[config.mk]
export PLATFORM = sky130hd
export DESIGN_NAME = pbm_filter_map
export DESIGN_NICKNAME = d
export VERILOG_FILES = /design/src/hdl/pbm_pkg.sv /design/src/hdl/pbm_filter_map.sv
export SDC_FILE = /design/constraint.sdc
export NUM_CORES = 2
export LEC_CHECK = 0
export CAP_MARGIN = 5
export CELL_PAD_IN_SITES_DETAIL_PLACEMENT = 1
export CELL_PAD_IN_SITES_GLOBAL_PLACEMENT = 2
export CORE_UTILIZATION = 44
export CTS_CLUSTER_SIZE = 10
export DETAILED_ROUTE_END_ITERATION = 10
export DONT_BUFFER_PORTS = 1
export GPL_ROUTABILITY_DRIVEN = 0
export PLACE_DENSITY = 0.92
export SYNTH_ARGS = -nofsm -noshare
export SYNTH_HDL_FRONTEND = slang
export SYNTH_SLANG_ARGS = --single-unit
[constraint.sdc]
create_clock -name i_clk -period 32.8 [get_ports i_clk]
set_clock_uncertainty 0.05 [all_clocks]
set_input_delay 9.84 -clock i_clk [delete_from_list [all_inputs] [get_ports i_clk]]
set_output_delay 9.84 -clock i_clk [all_outputs]
set_load 0.01 [all_outputs]
[src/hdl/pbm_pkg.sv]
package pbm_pkg;
  localparam int unsigned ADDR_W = 20;
  localparam int unsigned DATA_W = 32;
  localparam int unsigned NBINS = 7;
  localparam int unsigned NLIMITS = 6;
  localparam int unsigned SAMPLE_W = 9;
  localparam int unsigned RESULT_W = 24;
  localparam int unsigned COEF_W = 16;
  localparam int unsigned SEL_W = 3;
  localparam int unsigned BIN_FIELD_W = 4;
  localparam int unsigned ALPHA_POS = 3;
  localparam int unsigned ALPHA_SHIFT = 8;
  localparam int unsigned MAP_W = 28;
  localparam int unsigned KP1_POS = 16;

  // byte addresses of the register window
  localparam logic [19:0] OFF_KD_RESULT = 20'hc0014;
  localparam logic [19:0] OFF_OUT_RESULT = 20'hc0018;
  localparam logic [19:0] OFF_BIN_MAP = 20'hc001c;
  localparam logic [19:0] OFF_KP_PAIR = 20'hc0020;

  // values after reset, and the selector codes of sets A and B
  localparam logic [27:0] RST_BIN_MAP = 28'h0000000;
  localparam logic [15:0] RST_KP_ZERO = 16'h4234;
  localparam logic [15:0] RST_KP_ONE = 16'h0000;
  localparam logic [2:0] SET_A = 3'h0;
  localparam logic [2:0] SET_B = 3'h1;

  typedef struct packed {
    logic valid;
    logic signed [8:0] err;
  } pbm_sample_t;

  typedef struct packed {
    logic [2:0] bin;
    logic [2:0] set_sel;
    logic alpha_sel;
  } pbm_select_t;

  typedef enum logic [1:0] {
    ST_IDLE,
    ST_SELECT,
    ST_CALC
  } pbm_state_t;
endpackage

[src/hdl/pbm_filter_map.sv]
// Implementation choice: the plain strobed port.
`timescale 1ns/1ps
`default_nettype none
// Operation
// (RULE1) derivative result and filter output are 24-bit signed read-only registers.
// (RULE2) each of bins 0..6 has a 3-bit selector mapping it to coefficient sets A..G.
// (RULE3) each bin has an alpha bit choosing derivative alpha bank 0 or bank 1.
// (RULE4) map writes land in a shadow and reach the filter only while no sample is processed.
// (RULE5) after reset every bin selects set A and alpha bank 0, so the map reads zero.
// (RULE6) proportional coefficients 0 and 1 share one word, low half resets to 0x4234.
// (RULE7) any proportional coefficient can serve any bin through the set selectors.
// (RULE8) the bin is chosen by comparing the error with limits zero to five.
// (RULE9) the gain table is non-symmetric by default and symmetric when the mode bit is 1.
// (RULE10) selector value 7 is reserved and its behaviour is left undefined.
module pbm_filter_map (
  input wire logic i_clk,
  input wire logic i_sys_rst,
  input wire logic [19:0] i_addr,
  input wire logic [31:0] i_wdata,
  input wire logic i_wr,
  input wire logic i_rd,
  output logic [31:0] o_rdata,
  input wire pbm_pkg::pbm_sample_t i_sample,
  input wire logic [5:0][8:0] i_limits,
  input wire logic i_gain_table_symmetry,
  input wire logic [6:0][15:0] i_kp_sets,
  input wire logic [6:0][15:0] i_kd_sets,
  input wire logic [8:0] i_alpha_bank_zero,
  input wire logic [8:0] i_alpha_bank_one,
  output logic o_busy,
  output pbm_pkg::pbm_select_t o_select,
  output logic o_result_valid
);
  localparam int unsigned SUM_W = 28;

  pbm_pkg::pbm_state_t state_q, state_d;
  logic [27:0] shadow_q, shadow_d, active_q, active_d;
  logic [15:0] kp0_q, kp0_d, kp1_q, kp1_d;
  logic [23:0] kd_res_q, kd_res_d, out_q, out_d;
  logic [31:0] rdata_q, rdata_d;
  logic signed [8:0] x_q, x_d, xprev_q, xprev_d;
  pbm_pkg::pbm_select_t sel_q, sel_d;
  logic done_q, done_d;
  logic busy_q, busy_d;
  logic [2:0] bin_c;
  logic [2:0] above_c;
  logic signed [8:0] mag_c;
  logic signed [15:0] kp_c, kd_c;
  logic signed [8:0] alpha_c;
  logic signed [SUM_W-1:0] kd_sum_c, out_sum_c;

  // clamp a wide signed sum into the 24-bit result range
  function automatic logic [23:0] sat24(input logic signed [SUM_W-1:0] v);
    logic signed [SUM_W-1:0] hi;
    logic signed [SUM_W-1:0] lo;
    hi = SUM_W'(signed'(24'h7fffff));
    lo = SUM_W'(signed'(24'h800000));
    if (v > hi) begin
      sat24 = 24'h7fffff;
    end else if (v < lo) begin
      sat24 = 24'h800000;
    end else begin
      sat24 = v[23:0];
    end
  endfunction

  // bin search: limits are taken as signed thresholds in rising order
  always_comb begin
    bin_c = 3'h0;
    above_c = 3'h0;
    mag_c = x_q[8] ? -x_q : x_q;
    if (i_gain_table_symmetry) begin // see (RULE9)
      // mirrored table: the magnitude climbs limits 0..2 away from centre bin 3
      for (int i = 0; i < 3; i++) begin
        if (mag_c > $signed(i_limits[i])) begin
          above_c = above_c + 3'h1;
        end
      end
      bin_c = x_q[8] ? 3'h3 - above_c : 3'h3 + above_c;
    end else begin
      for (int i = 0; i < 6; i++) begin // see (RULE8)
        if (x_q > $signed(i_limits[i])) begin
          bin_c = bin_c + 3'h1;
        end
      end
    end
  end

  // coefficient pick: proportional sets A and B come from the local pair, the other proportional sets and every derivative set from outside
  always_comb begin
    case (sel_q.set_sel) // see (RULE7)
      pbm_pkg::SET_A: kp_c = kp0_q;
      pbm_pkg::SET_B: kp_c = kp1_q;
      default: kp_c = i_kp_sets[sel_q.set_sel]; // value 7 indexes past the table, see (RULE10)
    endcase
    kd_c = i_kd_sets[sel_q.set_sel];
    alpha_c = sel_q.alpha_sel ? i_alpha_bank_one : i_alpha_bank_zero; // see (RULE3)
    kd_sum_c = SUM_W'(kd_c * (10'(x_q) - 10'(xprev_q)))
      + SUM_W'((36'(alpha_c) * 36'($signed(kd_res_q))) >>> pbm_pkg::ALPHA_SHIFT);
    // alpha product is formed at full width so it cannot wrap before the shift
    out_sum_c = SUM_W'(kp_c * x_q) + SUM_W'($signed(sat24(kd_sum_c)));
  end

  // sequencer and register bus next values
  always_comb begin
    state_d = state_q;
    shadow_d = shadow_q;
    active_d = active_q;
    kp0_d = kp0_q;
    kp1_d = kp1_q;
    kd_res_d = kd_res_q;
    out_d = out_q;
    x_d = x_q;
    xprev_d = xprev_q;
    sel_d = sel_q;
    done_d = 1'b0;
    rdata_d = 32'h00000000;
    case (state_q)
      pbm_pkg::ST_IDLE: begin
        if (i_sample.valid) begin
          x_d = i_sample.err;
          state_d = pbm_pkg::ST_SELECT;
        end
      end
      pbm_pkg::ST_SELECT: begin
        // bin lookup uses the active map only, never the shadow
        sel_d.bin = bin_c;
        sel_d.set_sel = active_q[bin_c * 4 +: 3]; // see (RULE2)
        sel_d.alpha_sel = active_q[bin_c * 4 + 3];
        state_d = pbm_pkg::ST_CALC;
      end
      pbm_pkg::ST_CALC: begin
        kd_res_d = sat24(kd_sum_c); // see (RULE1)
        out_d = sat24(out_sum_c);
        xprev_d = x_q;
        done_d = 1'b1;
        state_d = pbm_pkg::ST_IDLE;
      end
      default: state_d = pbm_pkg::ST_IDLE;
    endcase
    // busy is registered from the next state so the pin is a clean flop output
    busy_d = (state_d != pbm_pkg::ST_IDLE);
    // a sample arriving this cycle blocks the copy so it cannot see a half-changed map
    if (state_q == pbm_pkg::ST_IDLE && !i_sample.valid) begin
      active_d = shadow_q; // see (RULE4)
    end
    if (i_wr) begin
      case (i_addr)
        pbm_pkg::OFF_BIN_MAP: shadow_d = i_wdata[27:0]; // see (RULE4)
        pbm_pkg::OFF_KP_PAIR: begin
          kp0_d = i_wdata[15:0]; // see (RULE6)
          kp1_d = i_wdata[31:16];
        end
        default: ; // result registers ignore writes
      endcase
    end
    if (i_rd) begin
      case (i_addr)
        pbm_pkg::OFF_KD_RESULT: rdata_d = {8'h00, kd_res_q}; // see (RULE1)
        pbm_pkg::OFF_OUT_RESULT: rdata_d = {8'h00, out_q};
        pbm_pkg::OFF_BIN_MAP: rdata_d = {4'h0, shadow_q};
        pbm_pkg::OFF_KP_PAIR: rdata_d = {kp1_q, kp0_q};
        default: rdata_d = 32'h00000000;
      endcase
    end
  end

  // state registers
  always_ff @(posedge i_clk) begin
    if (i_sys_rst) begin
      state_q <= pbm_pkg::ST_IDLE;
      shadow_q <= pbm_pkg::RST_BIN_MAP; // see (RULE5)
      active_q <= pbm_pkg::RST_BIN_MAP;
      kp0_q <= pbm_pkg::RST_KP_ZERO; // see (RULE6)
      kp1_q <= pbm_pkg::RST_KP_ONE;
      kd_res_q <= 24'h000000;
      out_q <= 24'h000000;
      busy_q <= 1'b0;
      x_q <= 9'h000;
      xprev_q <= 9'h000;
      sel_q <= '0;
      done_q <= 1'b0;
      rdata_q <= 32'h00000000;
    end else begin
      state_q <= state_d;
      shadow_q <= shadow_d;
      active_q <= active_d;
      kp0_q <= kp0_d;
      kp1_q <= kp1_d;
      kd_res_q <= kd_res_d;
      out_q <= out_d;
      busy_q <= busy_d;
      x_q <= x_d;
      xprev_q <= xprev_d;
      sel_q <= sel_d;
      done_q <= done_d;
      rdata_q <= rdata_d;
    end
  end

  // every output is driven straight from its flop
  assign o_busy = busy_q;
  assign o_select = sel_q;
  assign o_result_valid = done_q;
  assign o_rdata = rdata_q;

  a_map_no_change_busy: assert property (@(posedge i_clk) disable iff (i_sys_rst) // see (RULE4)
    state_q != pbm_pkg::ST_IDLE |=> $stable(active_q))
    else $error("active map changed during a calculation");
  a_map_copy_idle: assert property (@(posedge i_clk) disable iff (i_sys_rst) // see (RULE4)
    state_q == pbm_pkg::ST_IDLE && !i_sample.valid |=> active_q == $past(shadow_q))
    else $error("shadow not copied while idle");
  a_set_from_map: assert property (@(posedge i_clk) disable iff (i_sys_rst) // see (RULE2)
    state_q == pbm_pkg::ST_SELECT |=> sel_q.set_sel == $past(active_q[bin_c * 4 +: 3]))
    else $error("set selector not taken from the bin field");
  a_alpha_from_map: assert property (@(posedge i_clk) disable iff (i_sys_rst) // see (RULE3)
    state_q == pbm_pkg::ST_SELECT |=> sel_q.alpha_sel == $past(active_q[bin_c * 4 + 3]))
    else $error("alpha bit not taken from the bin field");
  a_reset_values: assert property (@(posedge i_clk) // see (RULE5)
    $past(i_sys_rst) |-> shadow_q == 28'h0000000 && kp0_q == 16'h4234 && kp1_q == 16'h0000)
    else $error("wrong value after reset");
  a_kp_read_back: assert property (@(posedge i_clk) disable iff (i_sys_rst) // see (RULE6)
    i_wr && i_addr == pbm_pkg::OFF_KP_PAIR ##1 i_rd && i_addr == pbm_pkg::OFF_KP_PAIR
    |=> o_rdata == $past(i_wdata, 2))
    else $error("coefficient pair read back wrong");
  a_result_ro: assert property (@(posedge i_clk) disable iff (i_sys_rst) // see (RULE1)
    i_wr && i_addr == pbm_pkg::OFF_OUT_RESULT && state_q != pbm_pkg::ST_CALC |=> $stable(out_q))
    else $error("write changed the output result");
  a_read_upper_zero: assert property (@(posedge i_clk) disable iff (i_sys_rst) // see (RULE1)
    i_rd && i_addr == pbm_pkg::OFF_KD_RESULT |=> o_rdata[31:24] == 8'h00)
    else $error("result read has upper bits set");
  a_sample_latency: assert property (@(posedge i_clk) disable iff (i_sys_rst) // see (RULE8)
    state_q == pbm_pkg::ST_IDLE && i_sample.valid |-> ##3 o_result_valid)
    else $error("result not ready three cycles after a sample");
  a_sym_centre: assert property (@(posedge i_clk) disable iff (i_sys_rst) // see (RULE9)
    state_q == pbm_pkg::ST_SELECT && i_gain_table_symmetry && x_q == 9'h000 |=> sel_q.bin == 3'h3)
    else $error("symmetric table not centred on bin 3");
endmodule
`default_nettype wire

== Word level (Yosys, flattened, before mapping) ==
Index checks and enable logic that the tools add are counted.
W data, S select, Z words.

* Register bits after elaboration: 197
* Input port bits: 363
* Output and inout port bits: 41
* Logic and storage cells: 101

* Add/subtract/negate cells: 14
* $mul: 3
* $lt $le $gt $ge: 15
* Equal/unequal tests: 7
* Shifts and indexed selects: 1
* Muxes and demuxes: 36
* Bitwise gates (word level): 1
* Reductions and logical operators: 9

{| class="wikitable"
|+ Operators by type and width
! kind !! count
|-
| $pmux W32 S4 || 1
|-
| $bmux W16 S3 || 2
|-
| $mux W24 || 4
|-
| $gt A9 B9 Y1 || 9
|-
| $eq A20 B20 Y1 const B || 4
|-
| $mux W3 || 17
|-
| $mul A9 B24 Y33 || 1
|-
| $mux W16 || 2
|-
| $pmux W16 S2 || 1
|-
| $shiftx A28 B6 Y3 || 1
|-
| $add A26 B25 Y27 || 1
|-
| $gt A27 B24 Y1 const B || 1
|-
| $lt A27 B24 Y1 const B || 1
|-
| $add A25 B24 Y26 || 1
|-
| $gt A26 B24 Y1 const B || 1
|-
| $lt A26 B24 Y1 const B || 1
|-
| $mul A16 B10 Y26 || 1
|-
| $mul A16 B9 Y25 || 1
|-
| $add A3 B1 Y3 const B || 7
|-
| $mux W9 || 2
|-
| $sub A9 B9 Y10 || 1
|-
| $neg A9 Y9 || 1
|-
| $add A5 B2 Y6 const B || 1
|-
| $lt A6 B6 Y1 const B || 1
|-
| other kinds (18) || 23
|}

== Logic depth before layout (Yosys ltp) ==
* Word-level depth: 21
* Depth in mapped cells: 60

== Worst setup path after synthesis ==
Ideal clock, no wire load.

* Path kind: input port to flip-flop
* Start point: input port i_alpha_bank_one[3]
* End point: register out_q[15]
* Library setup time: 0.122 ns
* Data arrival time: 23.470 ns
* Required time: 32.628 ns
* Path slack: 9.158 ns
* Stages: 56
* Buffers on the path: 4
* Cells stage by stage: mux2i_1 clkbuf_1 nor2b_1 fa_1 inv_1 fa_1 inv_1 fa_1 fa_1 inv_1 fa_1 inv_1 ha_1 or3_1 o221ai_1 o22ai_1 nand2b_1 nor2_1 [20 not listed] nand2_1 ha_1 inv_1 fa_1 fa_1 inv_1 ha_1 a21o_1 a21o_1 o311a_1 a21oi_1 o21ai_1 a211o_1 a21oi_1 xnor2_1 and4bb_2 buf_2 a221o_1

* Cells in the longest elaborated chain, start to end: 10

{| class="wikitable"
|+ RTL lines
! item !! line !! text
|-
| start, declared || pbm_filter_map.sv:29 || <nowiki>input wire logic [8:0] i_alpha_bank_one,</nowiki>
|-
| $mux W9 (*) || pbm_filter_map.sv:97 || <nowiki>alpha_c = sel_q.alpha_sel ? i_alpha_bank_one : i_alpha_bank_zero;</nowiki>
|-
| $mul A9 B24 Y33 (*) || pbm_filter_map.sv:99 || <nowiki>+ SUM_W'((36'(alpha_c) * 36'($signed(kd_res_q))) >>> pbm_pkg::ALPHA_SHIFT);</nowiki>
|-
| $add A26 B25 Y27 (*) || pbm_filter_map.sv:99 ||
|-
| $lt A27 B24 Y1 || pbm_filter_map.sv:60 || <nowiki>end else if (v < lo) begin</nowiki>
|-
| $mux W24 || pbm_filter_map.sv:60 ||
|-
| $mux W24 (*) || pbm_filter_map.sv:58 || <nowiki>if (v > hi) begin</nowiki>
|-
| $add A25 B24 Y26 (*) || pbm_filter_map.sv:101 || <nowiki>out_sum_c = SUM_W'(kp_c * x_q) + SUM_W'($signed(sat24(kd_sum_c)));</nowiki>
|-
| $lt A26 B24 Y1 || pbm_filter_map.sv:60 ||
|-
| $mux W24 || pbm_filter_map.sv:60 ||
|-
| $mux W24 (*) || pbm_filter_map.sv:58 ||
|-
| end signal, assigned || pbm_filter_map.sv:191 || <nowiki>out_q <= out_d;</nowiki>
|-
| end, declared || pbm_filter_map.sv:39 || <nowiki>logic [23:0] kd_res_q, kd_res_d, out_q, out_d;</nowiki>
|}

Mark *: on every way between the ends. The rest lies on a longest branch, timed or not.
A chain may end at the register's enable or synchronous reset.

== Final worst setup path ==
* Start point: input port i_alpha_bank_one[0]
* End point: register out_q[3]

The elaborated chain is that of the path after synthesis.

==> impl_results.html <==
<table>
<tr><th>Metric</th><th>Value</th></tr>
<tr><th colspan="2">Floorplanning</th></tr>
<tr><td>Count of boundary I/O pins</td><td>404</td></tr>
<tr><td>Die Height</td><td>269 microns</td></tr>
<tr><td>Area of the die</td><td>72500 sq um</td></tr>
<tr><td>Floorplan die width</td><td>269 microns</td></tr>
<tr><td>Initial cell density of the core</td><td>44.6%</td></tr>
<tr><td>Core footprint</td><td>70400 sq um</td></tr>
<tr><td>Placement Rows</td><td>97</td></tr>
<tr><th colspan="2">Drt</th></tr>
<tr><td>Via count normalized by instance count</td><td>5.65</td></tr>
<tr><td>Residual antenna-violating net count after detailed routing</td><td>0</td></tr>
<tr><td>Routed wire length</td><td>103000 microns</td></tr>
<tr><td>Average routed wire per standard cell</td><td>23.0 microns</td></tr>
<tr><td>Vias after detailed routing</td><td>25.4k</td></tr>
<tr><td>Number of design rule violations left after detail routing</td><td>0</td></tr>
<tr><td>Iter 0 DRT Violations</td><td>1574</td></tr>
<tr><td>Count of TritonRoute iterations in the first routing pass</td><td>9</td></tr>
<tr><th colspan="2">Status</th></tr>
<tr><td>Outcome</td><td>finished clean</td></tr>
<tr><th colspan="2">Logic synthesis</th></tr>
<tr><td>Part of the Yosys area used for sequential elements</td><td>12.6%</td></tr>
<tr><td>Syn nets</td><td>4775</td></tr>
<tr><td>Most numerous cell types in the synthesized netlist</td><td>574 x inv_1, 542 x nand2_1, 486 x fa_1, 289 x ha_1, 246 x a21oi_1</td></tr>
<tr><td>Total number of yosys warnings</td><td>0</td></tr>
<tr><td>Synthesized-area fraction occupied by xor and xnor cells</td><td>2.94%</td></tr>
<tr><td>Post-synthesis register bit count</td><td>197</td></tr>
<tr><td>Leading register cell type out of synthesis</td><td>dfxtp_1</td></tr>
<tr><td>Number of enable-type register cells in the synthesized netlist</td><td>0</td></tr>
<tr><td>Multiplexer share of the synthesized area</td><td>3.46%</td></tr>
<tr><td>Cell count after synthesis</td><td>3637</td></tr>
<tr><td>Number of distinct library cells after synthesis</td><td>85</td></tr>
<tr><td>Post-synth design cell area</td><td>31400 sq um</td></tr>
<tr><td>Synthesized-area fraction occupied by and/or/nand/nor cells</td><td>16.9%</td></tr>
<tr><td>Compound-gate portion of the synthesized area</td><td>12.7%</td></tr>
<tr><td>Mean instance size in the synthesized netlist</td><td>8.64 sq um</td></tr>
<tr><td>Share of synthesized registers carrying an async set or reset</td><td>0%</td></tr>
<tr><td>Arithmetic-cell share of the synthesized area counting full adders, half adders and majority gates</td><td>42.5%</td></tr>
<tr><td>Area share of the largest cell type after synthesis</td><td>31.0%</td></tr>
<tr><td>Most common cell in the netlist</td><td>inv_1</td></tr>
<tr><td>Biggest area contributors in the synthesized netlist</td><td>fa_1 31%, dfxtp_1 13%, ha_1 12%</td></tr>
<tr><td>Dominant combinational cell family by area after synthesis</td><td>adder cells</td></tr>
<tr><td>Cell type with the largest total area after synthesis</td><td>fa_1</td></tr>
<tr><th colspan="2">Cells and area</th></tr>
<tr><td>Sequential cell area in the final layout</td><td>3950 sq um</td></tr>
<tr><td>Share of layout cells above drive strength 1</td><td>4.57%</td></tr>
<tr><td>Area taken by multi-input logic gates</td><td>24700 sq um</td></tr>
<tr><td>Layout filler cell count</td><td>8340</td></tr>
<tr><td>Net count, final</td><td>4668</td></tr>
<tr><td>Post-route standard cell area excluding fillers</td><td>33000 sq um</td></tr>
<tr><td>Signed area change from the synthesized netlist to the final layout</td><td>4.91%</td></tr>
<tr><td>Post-layout utilization of the core</td><td>46.8%</td></tr>
<tr><th colspan="2">Worst setup path</th></tr>
<tr><td>Worst Path Arrival</td><td>25.63 ns</td></tr>
<tr><td>Worst reg2reg startpoint</td><td>o_select[0]</td></tr>
<tr><td>Count of buffering cells on the critical path with inverters included</td><td>6</td></tr>
<tr><td>Setup slack of the most critical reg-to-reg path</td><td>15.69 ns</td></tr>
<tr><td>Critical path's largest stage delay</td><td>0.74 ns</td></tr>
<tr><td>CP Class</td><td>in2reg</td></tr>
<tr><td>Worst path required time</td><td>33.16 ns</td></tr>
<tr><td>Family of cells with the greatest summed delay on the critical path</td><td>adder cells</td></tr>
<tr><td>Highest net fanout along the worst path</td><td>23</td></tr>
<tr><td>Worst setup startpoint</td><td>i_alpha_bank_one[0]</td></tr>
<tr><td>Nature of the critical path endpoint</td><td>register</td></tr>
<tr><td>Reg2Reg Depth</td><td>52</td></tr>
<tr><td>Element type at the critical path start</td><td>input pin</td></tr>
<tr><td>Cell repeated most along the worst path</td><td>fa_1</td></tr>
<tr><td>Cell with the largest stage delay on the worst path</td><td>a21o_1</td></tr>
<tr><td>Number of cells on the critical path</td><td>52</td></tr>
<tr><th colspan="2">Placement</th></tr>
<tr><td>DP Wirelength</td><td>84300 microns</td></tr>
<tr><td>Placed instance area</td><td>32300 sq um</td></tr>
<tr><td>Port Buffers</td><td>0</td></tr>
<tr><th colspan="2">Timing</th></tr>
<tr><td>Number of endpoints failing setup at the final stage</td><td>0</td></tr>
<tr><td>Total negative setup slack</td><td>0 ns</td></tr>
<tr><td>Count of final hold-check violations</td><td>0</td></tr>
<tr><td>Pin slew with the least headroom to its limit</td><td>1.18 ns</td></tr>
<tr><td>Minimum period implied by the final worst setup slack</td><td>25.28 ns</td></tr>
<tr><td>Portion of the clock cycle consumed by the worst path in the final layout</td><td>77.1%</td></tr>
<tr><td>Worst hold-check slack</td><td>0.407 ns</td></tr>
<tr><td>Number of pins with negative max-slew slack in the final report</td><td>0</td></tr>
<tr><td>Maximum clock frequency</td><td>0.0396 GHz</td></tr>
<tr><td>RSZ-0062 raised after global routing</td><td>no</td></tr>
<tr><td>Normalized max-slew margin</td><td>21.1%</td></tr>
<tr><th colspan="2">GRT</th></tr>
<tr><td>Number of antenna violations at the first check in global routing</td><td>5</td></tr>
<tr><td>Number of global-route vias before repair</td><td>27.5k</td></tr>
<tr><td>Aggregate global routing overflow</td><td>0</td></tr>
<tr><td>Overall track demand over capacity in global routing</td><td>28.9%</td></tr>
<tr><td>Wire length of the first global-routing pass</td><td>162000 microns</td></tr>
<tr><td>Pin count of the biggest net entering global routing</td><td>138</td></tr>
<tr><th colspan="2">CTS</th></tr>
<tr><td>TritonCTS buffer count</td><td>17</td></tr>
<tr><td>Cells resized by post-CTS repair</td><td>0</td></tr>
<tr><td>H-tree lvl count</td><td>4</td></tr>
<tr><td>Setup bufs post-CTS</td><td>0</td></tr>
<tr><td>TritonCTS sink count</td><td>197</td></tr>
<tr><td>Clk Latency, worst-skew pair</td><td>0.49 ns</td></tr>
<tr><td>CTS Hold Buffers Added</td><td>0</td></tr>
<tr><td>CTS Root Cell</td><td>clkbuf_16</td></tr>
<tr><td>Clock input transition at the sequential cells of the worst setup and hold paths</td><td>0.10 ns</td></tr>
<tr><td>Largest buffer count on any clock path</td><td>2</td></tr>
<tr><td>CTS tree</td><td>yes</td></tr>
<tr><th colspan="2">Flow run</th></tr>
<tr><td>Maxcap violations</td><td>0</td></tr>
<tr><th colspan="2">Hold path</th></tr>
<tr><td>Hold Path Cell Cnt</td><td>2</td></tr>
<tr><td>Hold Path Class</td><td>reg2reg</td></tr>
<tr><td>Worst hold start</td><td>xprev_q[8]</td></tr>
</table>
## per-stage QoR
stage               worst slack [ns]  instances
CTS                             7.57       4483
finish                          7.52       4487
global route                    6.66       4486
floorplan                       9.16       3637
detailed placement              7.09       4451
global placement                7.40       4451
## per-layer routing
layer	wire length [microns]	global-route usage, %
met4	3390	9.41
met2	51300	50.5
met1	43100	37.0
met5	0	0
met3	5340	3.20
## cells in the final DEF (no fill, tap or decap), types with 31 or more instances in the layout
cell	count
o21ai_0	61
a21o_1	47
and2_1	99
a221o_1	31
xnor2_1	80
ha_1	289
a21oi_1	246
fa_1	486
nand2b_1	59
nor2_1	205
mux2i_1	51
buf_4	43
inv_1	574
dfxtp_1	194
nor2b_1	117
nand2_1	542
## final timing paths
path,to
max,out_q[3]
min,xprev_q[8]
min reg2reg,xprev_q[8]
max reg2reg,out_q[3]
## area by class of cell
cell class	count	share of cell area, %
Timing Repair Buffer	43	0.980
Tap cell	940	3.57
Clock buffer	18	1.33
Multi-Input combinational cell	2696	75.0
Clock inverter	14	0.569
Sequential cell	197	12.0
Inverter	575	6.55
Antenna cell	4	0.0304
## worst min-delay path, delay by kind of cell, from the launching register on
kind | cells | cell delay [ns]
AND/OR/NAND/NOR | 1 | 0.05
flip-flops | 1 | 0.32
AO/OA/AOI/OAI | 1 | 0.05
## state kept, by name, indices dropped and copies added, names as in the netlist
register / cells
xprev_q: 9
state_q: 2
o_result_valid: 1
o_rdata: 32
o_select: 7
kp0_q: 16
kp1_q: 16
shadow_q: 28
x_q: 9
active_q: 28
o_busy: 1
out_q: 24
kd_res_q: 24
## cell families (layout without fill, tap and decap cells)
kind of cell / Yosys count / after routing
AOI/OAI and AO/OA: 592 / 592
xor gates and xnor gates: 100 / 100
adders and majority gates: 775 / 775
buffers and inverters: 744 / 650
DFF: 197 / 197
muxes: 86 / 86
other: 0 / 4
and+or+nand+nor: 1143 / 1143
Power is left out: the tool's default activity adds up to more than one toggle a clock period on the data nets, which glitch-free logic cannot reach.
